File: config.mk
export PLATFORM = sky130hd
export DESIGN_NAME = tds_display_sync
export DESIGN_NICKNAME = d
export VERILOG_FILES = /design/src/design/tds_pkg.sv /design/src/design/tds_sync_edge.sv /design/src/design/tds_hwin.sv /design/src/design/tds_display_sync.sv
export SDC_FILE = /design/constraint.sdc
export NUM_CORES = 1
export LEC_CHECK = 0
export ABC_AREA = 1
export BUFFER_PORTS_ARGS = -buffer_cell sky130_fd_sc_hd__buf_2
export CORE_ASPECT_RATIO = 1.1
export CORE_UTILIZATION = 42
export CTS_CLUSTER_SIZE = 28
export DETAILED_ROUTE_END_ITERATION = 10
export GPL_ROUTABILITY_DRIVEN = 0
export PLACE_DENSITY = 0.6
export SLEW_MARGIN = 10
export SYNTH_ARGS = -nofsm -noshare
export SYNTH_HDL_FRONTEND = slang
export SYNTH_SLANG_ARGS = --single-unit
File: constraint.sdc
create_clock -name sys_clk -period 6.7 [get_ports sys_clk]
set_input_delay 0.67 -clock sys_clk [delete_from_list [all_inputs] [get_ports sys_clk]]
set_output_delay 0.67 -clock sys_clk [all_outputs]
set_load 0.02 [all_outputs]
File: src/design/tds_pkg.sv
// Purpose: constants and lookups for teletext display sync and position
// Assumes: 25 MHz sys_clk, sync pins synchronous to it
// Notes: register map is a plain address/strobe port
// Notes on behaviour
// vsync edge in first half of line: even field, field output low
// vsync edge in second half of line: odd field, field output high
// parity decision consistent for any vsync phase, including start and midpoint
// force-low bit holds field output at 0
// auto-gate bit forces field output to 0 while any video shows
// parity-invert bit flips odd/even assumption of the vertical timing
// with parity inverted display may start one line later
// parity-invert bit never changes the field output
// two hpos bits pick 17.2, 16.2, 15.2 or 14.2 us from hsync
// 625-line: vpos codes pick lines 42,44,46,48,34,36,38,40
// 525-line: vpos codes pick lines 28,30,32,34,20,22,24,26
// other field starts on the equivalent line
// sync polarity bit 0 means positive-going, 1 negative-going
// horizontal timing restarts on every hsync leading edge
// horizontal display area lasts 40 us
// vertical area lasts 250 lines or to field end; resync each vsync
// line count between vsyncs chooses 625 or 525 table
package tds_pkg;
   localparam int CLK_MHZ = 25;
   localparam int LINE_W  = 11;
   localparam int VLINE_W = 10;
   localparam int ADDR_W  = 4;
   localparam int DATA_W  = 8;

   // register indices
   localparam logic [3:0] REG_CTRL_A   = 4'h0;
   localparam logic [3:0] REG_CTRL_B   = 4'h1;
   localparam logic [3:0] REG_POSITION = 4'h2;
   localparam logic [3:0] REG_STATUS   = 4'h3;

   // field positions
   localparam int CA_FORCE_LOW = 0;
   localparam int CA_AUTO_GATE = 1;
   localparam int CB_INVERT    = 0;
   localparam int CB_HPOL      = 1;
   localparam int CB_VPOL      = 2;
   localparam int POS_H_LSB    = 0;
   localparam int POS_V_LSB    = 2;
   localparam int ST_ODD       = 0;
   localparam int ST_525       = 1;
   localparam int ST_VDISP     = 2;

   // reset values
   localparam logic [7:0] CTRL_A_RST   = 8'h00;
   localparam logic [7:0] CTRL_B_RST   = 8'h00;
   localparam logic [7:0] POSITION_RST = 8'h00;

   // timing in ns, converted to cycles
   localparam int HPOS0_NS  = 17200;
   localparam int HPOS1_NS  = 16200;
   localparam int HPOS2_NS  = 15200;
   localparam int HPOS3_NS  = 14200;
   localparam int HDISP_NS  = 40000;
   localparam int HPOS0_CYC = HPOS0_NS * CLK_MHZ / 1000;
   localparam int HPOS1_CYC = HPOS1_NS * CLK_MHZ / 1000;
   localparam int HPOS2_CYC = HPOS2_NS * CLK_MHZ / 1000;
   localparam int HPOS3_CYC = HPOS3_NS * CLK_MHZ / 1000;
   localparam int HDISP_CYC = HDISP_NS * CLK_MHZ / 1000;

   // vertical figures
   localparam int VDISP_LINES  = 250;
   localparam int MODE_THRESH  = 288;  // lines per field between 262 and 312
   localparam int L625_BASE_LO = 42;
   localparam int L625_BASE_HI = 34;
   localparam int L525_BASE_LO = 28;
   localparam int L525_BASE_HI = 20;
   localparam int VPOS_STEP    = 2;

   // hsync to display start, in cycles
   function automatic logic [LINE_W-1:0] hpos_delay(input logic [1:0] sel);
      case (sel)
         2'h0:    hpos_delay = LINE_W'(HPOS0_CYC);
         2'h1:    hpos_delay = LINE_W'(HPOS1_CYC);
         2'h2:    hpos_delay = LINE_W'(HPOS2_CYC);
         default: hpos_delay = LINE_W'(HPOS3_CYC);
      endcase
   endfunction : hpos_delay

   // first display line for the selected table
   function automatic logic [VLINE_W-1:0] first_line(input logic       m525,
                                                     input logic [2:0] sel);
      int base;
      base = m525 ? (sel[2] ? L525_BASE_HI : L525_BASE_LO)
                  : (sel[2] ? L625_BASE_HI : L625_BASE_LO);
      first_line = VLINE_W'(base + VPOS_STEP * int'(sel[1:0]));
   endfunction : first_line
endpackage : tds_pkg

File: src/design/tds_sync_edge.sv
// Purpose: polarity select and leading-edge pulse for one sync input
// Assumes: sync pin already synchronous to sys_clk
// Notes: pulse comes one cycle after the pin moves
`timescale 1ns/10ps
module tds_sync_edge (
   input  wire logic sys_clk,
   input  wire logic rst_b,
   input  wire logic ce,
   input  wire logic sync_in,
   input  wire logic pol_sel,
   output logic      edge_pulse
);
   logic level;
   logic prior;

   assign level = sync_in ^ pol_sel;

   // remember last level; pulse on active-going edge
   always_ff @(posedge sys_clk or negedge rst_b) begin
      if (!rst_b) begin
         prior      <= 1'b0;
         edge_pulse <= 1'b0;
      end else if (ce) begin
         prior      <= level;
         edge_pulse <= level & ~prior;
      end
   end
endmodule : tds_sync_edge

File: src/design/tds_hwin.sv
// Purpose: horizontal counter and display window
// Assumes: h_edge is a one-cycle pulse
// Notes: counter saturates if hsync goes missing
`timescale 1ns/10ps
module tds_hwin #(
   parameter int LINE_W = tds_pkg::LINE_W
) (
   input  wire logic              sys_clk,
   input  wire logic              rst_b,
   input  wire logic              ce,
   input  wire logic              h_edge,
   input  wire logic [1:0]        hpos_sel,
   output logic      [LINE_W-1:0] hcount,
   output logic                   hwin
);
   logic [LINE_W-1:0] start;
   logic [LINE_W-1:0] stop;

   assign start = tds_pkg::hpos_delay(hpos_sel);
   assign stop  = start + LINE_W'(tds_pkg::HDISP_CYC);

   // count from the hsync edge, restart on every edge
   always_ff @(posedge sys_clk or negedge rst_b) begin
      if (!rst_b) begin
         hcount <= '0;
      end else if (ce) begin
         if (h_edge) begin
            hcount <= '0;
         end else if (hcount != '1) begin
            hcount <= hcount + 1'b1;
         end
      end
   end

   // window opens at start, closes 40 us later
   always_ff @(posedge sys_clk or negedge rst_b) begin
      if (!rst_b) begin
         hwin <= 1'b0;
      end else if (ce) begin
         if (h_edge) begin
            hwin <= 1'b0;
         end else if (hcount == start) begin
            hwin <= 1'b1;
         end else if (hcount == stop) begin
            hwin <= 1'b0;
         end
      end
   end
endmodule : tds_hwin

File: src/design/tds_display_sync.sv
// Purpose: teletext field parity, field output and display window position
// Assumes: sync pins synchronous; video_on high while any video shows
// Notes: field parity measured against the last full line period
`timescale 1ns/10ps
module tds_display_sync #(
   parameter int ADDR_W  = tds_pkg::ADDR_W,
   parameter int DATA_W  = tds_pkg::DATA_W,
   parameter int LINE_W  = tds_pkg::LINE_W,
   parameter int VLINE_W = tds_pkg::VLINE_W
) (
   input  wire logic              sys_clk,
   input  wire logic              rst_b,
   input  wire logic              ce,
   input  wire logic [ADDR_W-1:0] addr,
   input  wire logic [DATA_W-1:0] wdata,
   input  wire logic              wr_stb,
   input  wire logic              rd_stb,
   output logic      [DATA_W-1:0] rdata,
   input  wire logic              hsync_in,
   input  wire logic              vsync_in,
   input  wire logic              video_on,
   output logic                   field_out,
   output logic                   disp_window
);
   logic [7:0]         display_ctrl_a;
   logic [7:0]         display_ctrl_b;
   logic [7:0]         display_position_ctrl;
   logic               h_edge;
   logic               v_edge;
   logic [LINE_W-1:0]  hcount;
   logic               hwin;
   logic [LINE_W-1:0]  line_len;
   logic [LINE_W-1:0]  half_len;
   logic               raw_odd;
   logic               vert_odd;
   logic               mode_525;
   logic [VLINE_W-1:0] vline;
   logic [VLINE_W-1:0] next_vline;
   logic [VLINE_W-1:0] first_eff;
   logic [VLINE_W-1:0] last_eff;
   logic               vdisp;
   logic               next_field;
   logic               field_out_force_low;
   logic               field_out_auto_gate;
   logic               field_parity_invert;
   logic               hsync_polarity_sel;
   logic               vsync_polarity_sel;
   logic [1:0]         hpos_sel;
   logic [2:0]         vpos_sel;

   assign field_out_force_low = display_ctrl_a[tds_pkg::CA_FORCE_LOW];
   assign field_out_auto_gate = display_ctrl_a[tds_pkg::CA_AUTO_GATE];
   assign field_parity_invert = display_ctrl_b[tds_pkg::CB_INVERT];
   assign hsync_polarity_sel  = display_ctrl_b[tds_pkg::CB_HPOL];
   assign vsync_polarity_sel  = display_ctrl_b[tds_pkg::CB_VPOL];
   assign hpos_sel = display_position_ctrl[tds_pkg::POS_H_LSB +: 2];
   assign vpos_sel = display_position_ctrl[tds_pkg::POS_V_LSB +: 3];

   // sync edge detectors, one per pin
   tds_sync_edge u_hedge (
      .sys_clk    (sys_clk),
      .rst_b      (rst_b),
      .ce         (ce),
      .sync_in    (hsync_in),
      .pol_sel    (hsync_polarity_sel),
      .edge_pulse (h_edge)
   );

   tds_sync_edge u_vedge (
      .sys_clk    (sys_clk),
      .rst_b      (rst_b),
      .ce         (ce),
      .sync_in    (vsync_in),
      .pol_sel    (vsync_polarity_sel),
      .edge_pulse (v_edge)
   );

   tds_hwin #(.LINE_W(LINE_W)) u_hwin (
      .sys_clk  (sys_clk),
      .rst_b    (rst_b),
      .ce       (ce),
      .h_edge   (h_edge),
      .hpos_sel (hpos_sel),
      .hcount   (hcount),
      .hwin     (hwin)
   );

   // register writes
   always_ff @(posedge sys_clk or negedge rst_b) begin
      if (!rst_b) begin
         display_ctrl_a        <= tds_pkg::CTRL_A_RST;
         display_ctrl_b        <= tds_pkg::CTRL_B_RST;
         display_position_ctrl <= tds_pkg::POSITION_RST;
      end else if (ce && wr_stb) begin
         if (addr == ADDR_W'(tds_pkg::REG_CTRL_A)) begin
            display_ctrl_a <= wdata;
         end else if (addr == ADDR_W'(tds_pkg::REG_CTRL_B)) begin
            display_ctrl_b <= wdata;
         end else if (addr == ADDR_W'(tds_pkg::REG_POSITION)) begin
            display_position_ctrl <= wdata;
         end
      end
   end

   // read data valid only the cycle after the strobe; unmapped reads zero
   always_ff @(posedge sys_clk or negedge rst_b) begin
      if (!rst_b) begin
         rdata <= '0;
      end else if (ce) begin
         rdata <= '0;
         if (rd_stb) begin
            if (addr == ADDR_W'(tds_pkg::REG_CTRL_A)) begin
               rdata <= display_ctrl_a;
            end else if (addr == ADDR_W'(tds_pkg::REG_CTRL_B)) begin
               rdata <= display_ctrl_b;
            end else if (addr == ADDR_W'(tds_pkg::REG_POSITION)) begin
               rdata <= display_position_ctrl;
            end else if (addr == ADDR_W'(tds_pkg::REG_STATUS)) begin
               rdata[tds_pkg::ST_ODD]   <= raw_odd;
               rdata[tds_pkg::ST_525]   <= mode_525;
               rdata[tds_pkg::ST_VDISP] <= vdisp;
            end
         end
      end
   end

   // line period measured at every hsync, used to find mid-line
   always_ff @(posedge sys_clk or negedge rst_b) begin
      if (!rst_b) begin
         line_len <= '0;
      end else if (ce && h_edge) begin
         line_len <= hcount + 1'b1;
      end
   end

   assign half_len = line_len >> 1;

   // parity from vsync phase; hcount lags the pin by a cycle, so an exact
   // mid-line vsync still reads first half and a start-of-line one is even
   always_ff @(posedge sys_clk or negedge rst_b) begin
      if (!rst_b) begin
         raw_odd <= 1'b0;
      end else if (ce && v_edge) begin
         if (h_edge) begin
            raw_odd <= 1'b0;
         end else begin
            raw_odd <= (hcount >= half_len);
         end
      end
   end

   assign vert_odd = raw_odd ^ field_parity_invert;

   // field output ignores the invert bit on purpose
   always_comb begin
      next_field = raw_odd;
      if (field_out_force_low) begin
         next_field = 1'b0;
      end else if (field_out_auto_gate && video_on) begin
         next_field = 1'b0;
      end
   end

   always_ff @(posedge sys_clk or negedge rst_b) begin
      if (!rst_b) begin
         field_out <= 1'b0;
      end else if (ce) begin
         field_out <= next_field;
      end
   end

   // line counter: 1 at vsync, counts hsync edges
   assign next_vline = (vline == '1) ? vline : vline + 1'b1;

   always_ff @(posedge sys_clk or negedge rst_b) begin
      if (!rst_b) begin
         vline <= '0;
      end else if (ce) begin
         if (v_edge) begin
            vline <= VLINE_W'(1);
         end else if (h_edge) begin
            vline <= next_vline;
         end
      end
   end

   // system detection from lines seen in the field just ended
   always_ff @(posedge sys_clk or negedge rst_b) begin
      if (!rst_b) begin
         mode_525 <= 1'b0;
      end else if (ce && v_edge) begin
         mode_525 <= (vline < VLINE_W'(tds_pkg::MODE_THRESH));
      end
   end

   // odd vertical field starts a line later so both fields overlay;
   // with the invert bit set this is the allowed one-line delay
   assign first_eff = tds_pkg::first_line(mode_525, vpos_sel)
                      + VLINE_W'(vert_odd);
   assign last_eff  = first_eff + VLINE_W'(tds_pkg::VDISP_LINES);

   always_ff @(posedge sys_clk or negedge rst_b) begin
      if (!rst_b) begin
         vdisp <= 1'b0;
      end else if (ce) begin
         if (v_edge) begin
            vdisp <= 1'b0;
         end else if (h_edge && next_vline == first_eff) begin
            vdisp <= 1'b1;
         end else if (h_edge && next_vline == last_eff) begin
            vdisp <= 1'b0;
         end
      end
   end

   // combined window, registered for a clean output
   always_ff @(posedge sys_clk or negedge rst_b) begin
      if (!rst_b) begin
         disp_window <= 1'b0;
      end else if (ce) begin
         disp_window <= hwin & vdisp;
      end
   end
endmodule : tds_display_sync

# --- Word-level counts from Yosys, hierarchy flattened ---
# Index checks and enable logic that the tools add are counted.
word_totals:
  out_inout_bits: 10
  register_bits: 74
  inputBits: 20
classes:
  order_cmp: 2
  n_mux: 24
  n_eq_ne: 11
  addsub: 6
  bitwise_logic: 10
  n_reduce_logical: 19
op_table:
  columns: ["operator", "count"]
  rows:
  - ["$mux W10", 3]
  - ["$mux W8", 3]
  - ["$pmux W8 S3", 1]
  - ["$mux W11", 2]
  - ["$add A11 B1 Y11 const B", 1]
  - ["$add A9 B10 Y11 const B", 1]
  - ["$eq A11 B11 Y1", 1]
  - ["$eq A11 B9 Y1", 1]
  - ["$ge A11 B10 Y1", 1]
  - ["$ne A11 B11 Y1 const B", 1]
  - ["$add A10 B1 Y10 const B", 1]
  - ["$eq A10 B10 Y1 const B", 1]
  - ["$eq A10 B8 Y1", 1]
  - ["$eq A10 B9 Y1", 1]
  - ["$lt A10 B9 Y1 const B", 1]
  - ["$reduce_and A2 Y1", 5]
  - ["$add A8 B8 Y9 const B", 1]
  - ["$mux W1", 9]
  - ["$add A7 B1 Y8", 1]
  - ["$eq A4 B2 Y1 const B", 2]
  - ["$mux W4", 2]
  - ["$add A6 B3 Y7", 1]
  - ["$logic_and A1 B1 Y1", 6]
  - ["$mux W3", 2]
  - ["other kinds (14)", 23]

# --- Logic depth before layout (Yosys ltp) ---
logic_depth:
  ltp_word: 10
  mapped_depth: 17
  mapped_depth_nobuf: 17

# --- Hierarchy ---
# A second synthesis with hierarchy kept.
hier_totals:
  cells_unflattened: 657
  area_unflattened_um2: 4788.3
modules_own_cells:
  columns: ["module", "cells_each", "area_each_um2", "instances"]
  rows:
  - ["tds_display_sync", 454, 3427.0, 1]
  - ["tds_hwin", 177, 1156.1, 1]
  - ["tds_sync_edge", 13, 102.6, 2]

# --- Worst setup path before layout ---
# No wires, ideal clock.
synth_timing:
  path_type: "register -> register"
  start: "register mode_525"
  end: "register vdisp"
  n_path_buf: 0
  required_time_ns: 6.577
  period_less_slack_ns: 2.134
  arrival_time_ns: 2.011
  slack_ns: 4.566
  path_stages_with_launch: 15
  cell_sequence: "dfrtp_1 > inv_1 > ha_1 > fa_1 > ha_1 > inv_1 > nand2_1 > nand2_1 > nand2_1 > nand2_1 > nand3_1 > nor2_1 > nand2_1 > nand2_1 > a21oi_1"
synth_via:
  elab_chain_cells: 8
  word_cells_on_any_way: 12
synth_rtl:
  columns: ["element", "line", "source"]
  rows:
  - ["start, declared", "tds_display_sync.sv:36", "logic mode_525;"]
  - ["start signal, assigned", "tds_display_sync.sv:192", "mode_525 <= (vline < VLINE_W'(tds_pkg::MODE_THRESH));"]
  - ["$mux W6 (*)", "tds_pkg.sv:87", "base = m525 ? (sel[2] ? L525_BASE_HI : L525_BASE_LO)"]
  - ["$add A6 B3 Y7 (*)", "tds_pkg.sv:89", "first_line = VLINE_W'(base + VPOS_STEP * int'(sel[1:0]));"]
  - ["$add A7 B1 Y8 (*)", "tds_display_sync.sv:199", "+ VLINE_W'(vert_odd);"]
  - ["$add A8 B8 Y9", "tds_display_sync.sv:200", "assign last_eff = first_eff + VLINE_W'(tds_pkg::VDISP_LINES);"]
  - ["$eq A10 B9 Y1", "tds_display_sync.sv:210", "end else if (h_edge && next_vline == last_eff) begin"]
  - ["$logic_and A1 B1 Y1", "tds_display_sync.sv:210", null]
  - ["$reduce_bool A3 Y1 (no source line)", null, null]
  - ["$reduce_and A2 Y1 (no source line)", null, null]
  - ["end signal, assigned", "tds_display_sync.sv:207", "vdisp <= 1'b0;"]
  - ["end signal, assigned", "tds_display_sync.sv:209", "vdisp <= 1'b1;"]
  - ["end signal, assigned", "tds_display_sync.sv:211", "vdisp <= 1'b0;"]
  - ["end, declared", "tds_display_sync.sv:41", "logic vdisp;"]
# Every way passes the cells marked *; elsewhere a longest branch is shown, timed or not.
# A chain may end at the register's enable or synchronous reset.

# --- Final worst setup path ---
# Same ends and word-level chain as after synthesis.

==> impl_metrics.env <==
export IMPL_area_delta_synth_final_pct=11.6
export IMPL_rsz0062_at_grt="no"
export IMPL_hold_viol_final=0
export IMPL_synthCells=552
export IMPL_grt_pass1_wl_mm=17.0
export IMPL_yosysTopAreaCell="dfrtp_1"
export IMPL_cts_root_buf="clkbuf_8"
export IMPL_critical_path_buf_inv_count=2
export IMPL_p_clk_share_pct=27.7
export IMPL_fin_worst_skew_ns=0.00624
export IMPL_worstPathMaxFanout=7
export IMPL_grt_start_max_net_pins=74
export IMPL_drt_iter0_drc=197
export IMPL_ys_types=45
export IMPL_switching_share_pct=36.0
export IMPL_status="finished, final reports clean"
export IMPL_io_pins=30
export IMPL_start_util_pct=43.7
export IMPL_ant_nets=0
export IMPL_finalWirelength_mm=10.1
export IMPL_coreArea_sq_um=10000
export IMPL_worst_setup_path_end_kind="register"
export IMPL_grt_overflow=0
export IMPL_clockBufferDepth=2
export IMPL_final_util_pct=48.8
export IMPL_antenna_found_initial=0
export IMPL_combinationalPowerShare_pct=31.7
export IMPL_cts_tree="built"
export IMPL_via_per_inst=5.08
export IMPL_final_max_slew_violation_count=0
export IMPL_vias=3699
export IMPL_cts_made_buffers=9
export IMPL_p_sw_uw=514
export IMPL_pre_cts_slack_ns=4.10
export IMPL_p_leak_nw=2.34
export IMPL_ff2ff_path_depth=14
export IMPL_first_pass_iters=4
export IMPL_fin_nets=625
export IMPL_worst_r2r_startpoint="mode_525$_DFFE_PN0P_"
export IMPL_worst_setup_path_type="register to register"
export IMPL_drc=0
export IMPL_syn_nets=594
export IMPL_fin_area_sq_um=4900
export IMPL_layout_drive_gt1_share_pct=13.3
export IMPL_synth_edf_count=0
export IMPL_vdd_drop_max_v=0.000145
export IMPL_syn_area_sq_um=4390
export IMPL_seq_area_sq_um=1830
export IMPL_arrival_ns=2.68
export IMPL_track_usage_pct=20.1
export IMPL_critical_path_cell_chain="inv_1, ha_1, fa_1, ha_1, inv_1, nand2_1, nand2_1, nand2_1, nand2_1, nand3_1, nor2_1, nand2_1, nand2_1, a21oi_1"
export IMPL_synth_top_cells_by_area="dfrtp_1 42%, nand2_1 12%, inv_1 6.6%"
export IMPL_row_count=38
export IMPL_fillers=997
export IMPL_power_mw=1.43
export IMPL_ys_ff_latch=73
export IMPL_slowest_stage="dfrtp_1"
export IMPL_tns_ns=0
export IMPL_clk_latency_ns=0.35
export IMPL_wl_per_cell_um=13.9
export IMPL_ctsHoldBuffers=0
export IMPL_grt_pass1_vias=3647
export IMPL_cp_startpoint="mode_525$_DFFE_PN0P_"
export IMPL_post_route_period_util_pct=36.6
export IMPL_placed_area_sq_um=4670
export IMPL_synthFlopType="dfrtp_1"
export IMPL_final_cell_mix="145 x nand2_1, 77 x inv_1, 73 x dfrtp_1"
export IMPL_avgSynthCellArea_sq_um=7.95
export IMPL_powerDensity_nw_per_um2=292
export IMPL_fin_crit_ns=2.45
export IMPL_die_y_um=109
export IMPL_crit_cells=14
export IMPL_relSlewSlack_pct=38.6
export IMPL_min_path_type="input port to asynchronous set/reset pin"
export IMPL_antennaDiodeCount=0
export IMPL_required_ns=6.93
export IMPL_setup_slack_ns=4.25
export IMPL_htree_levels=3
export IMPL_report_final_setup_viol=0
export IMPL_yosysSeqAreaShare_pct=41.6
export IMPL_cpPeakStageDelay_ns=0.51
export IMPL_internal_power_uw=915
export IMPL_max_cap_viol_count=0
export IMPL_worstSetupEndpoint="vdisp$_DFFE_PN0P_"
export IMPL_reg2reg_setup_slack_ns=4.25
export IMPL_path_common_cell="nand2_1"
export IMPL_multi_input_area_sq_um=2200
export IMPL_clock_sinks=73
export IMPL_critPathTopFamily="adder cells"
export IMPL_post_cts_buffers=0
export IMPL_r2r_end="vdisp$_DFFE_PN0P_"
export IMPL_worst_pin_slew_ns=0.921
export IMPL_io_buffers=29
export IMPL_p_seq_share_pct=40.6
export IMPL_ys_warnings_count=0
export IMPL_startpoint_type="register"
export IMPL_synth_top_area_share_pct=41.6
export IMPL_synthArstFlopShare_pct=100
export IMPL_final_common_cell="nand2_1"
export IMPL_path_clk_slew_ns=0.07
export IMPL_max_clock_freq_mhz=408
export IMPL_dieWidth_um=99.4
export IMPL_die_area_sq_um=10900
export IMPL_cts_resized_gates=0
export IMPL_dpl_hpwl_mm=7.56
[synth_stat cells (2+ instances only)]
cell type  number
nor3_1          2
dfrtp_1        73
nand3_2         3
nor4_1          4
inv_1          77
a21oi_1         9
nand3b_1        2
inv_2           6
nor2_4          3
o22ai_1        18
o21ai_0        43
buf_2           2
xnor2_1         6
clkbuf_1        6
o22ai_2         5
and3_1          2
xor2_1         14
a221oi_1        5
nand3_1        32
or2_2           4
nand2_1       145
nand2_2         5
ha_1           21
o21ai_1        13
nand4_1         9
nor2_2          2
nor2_1         23
[flip-flops by register name, indices dropped and copies added (netlist names), 8 cells and up]
signal                 flops
display_ctrl_a             8
rdata                      8
line_len                  10
display_position_ctrl      8
vline                     10
display_ctrl_b             8
u_hwin.hcount             11
[layer usage]
| metal | vias up | GRT usage [%] | part of all wire, % |
|---|---|---|---|
| met5 | - | 0 | 0 |
| met4 | 0 | 8.30 | 1.9 |
| met3 | 16 | 3.27 | 2.5 |
| met2 | 59 | 33.6 | 48 |
| met1 | 1739 | 26.0 | 48 |
| li1 | 1885 | - | - |
[how the worst min path moves through the flow]
stage / end / slack (ns) / depth (start not counted)
2_1_floorplan: disp_window$_DFFE_PN0P_ / 0.37 / 0
3_3_place_gp: u_vedge.edge_pulse$_DFFE_PN0P_ / 0.44 / 1
3_5_place_dp: u_vedge.edge_pulse$_DFFE_PN0P_ / 0.45 / 1
4_1_cts: u_vedge.edge_pulse$_DFFE_PN0P_ / 0.46 / 1
5_1_grt: u_vedge.edge_pulse$_DFFE_PN0P_ / 0.49 / 1
6_report: display_position_ctrl[3]$_DFFE_PN0P_ / 0.44 / 1
[power by group through the flow]
stage	clock network [mW]	logic, mW	registers (mW)
2_1_floorplan	0	0.352	0.569
3_3_place_gp	0	0.445	0.588
3_5_place_dp	0	0.456	0.589
4_1_cts	0.404	0.459	0.581
5_1_grt	0.419	0.529	0.591
6_report	0.396	0.454	0.580
[stage by stage]
step,hold slack [ns],cells
finish,0.444,728
floorplan,0.374,552
detailed placement,0.450,712
CTS,0.461,728
global placement,0.443,712
global route,0.488,728
[area by class of cell]
class,instances,share of cell area (%)
Clock buffer,12,3.17
Clock inverter,4,1.53
Inverter,84,6.49
Multi-Input combinational cell,386,44.9
Sequential cell,73,37.3
Tap cell,140,3.58
Timing Repair Buffer,29,3.02
[cells by family after synthesis]
| logic type | share of synthesized area [%] |
|---|---|
| simple gates | 25.1 |
| compound gates | 14.5 |
| buf+inv | 8.24 |
| flops | 41.6 |
| fa+ha+maj | 6.45 |
| xor+xnor | 3.99 |
Note: power is estimated with default switching activity, not from simulation.
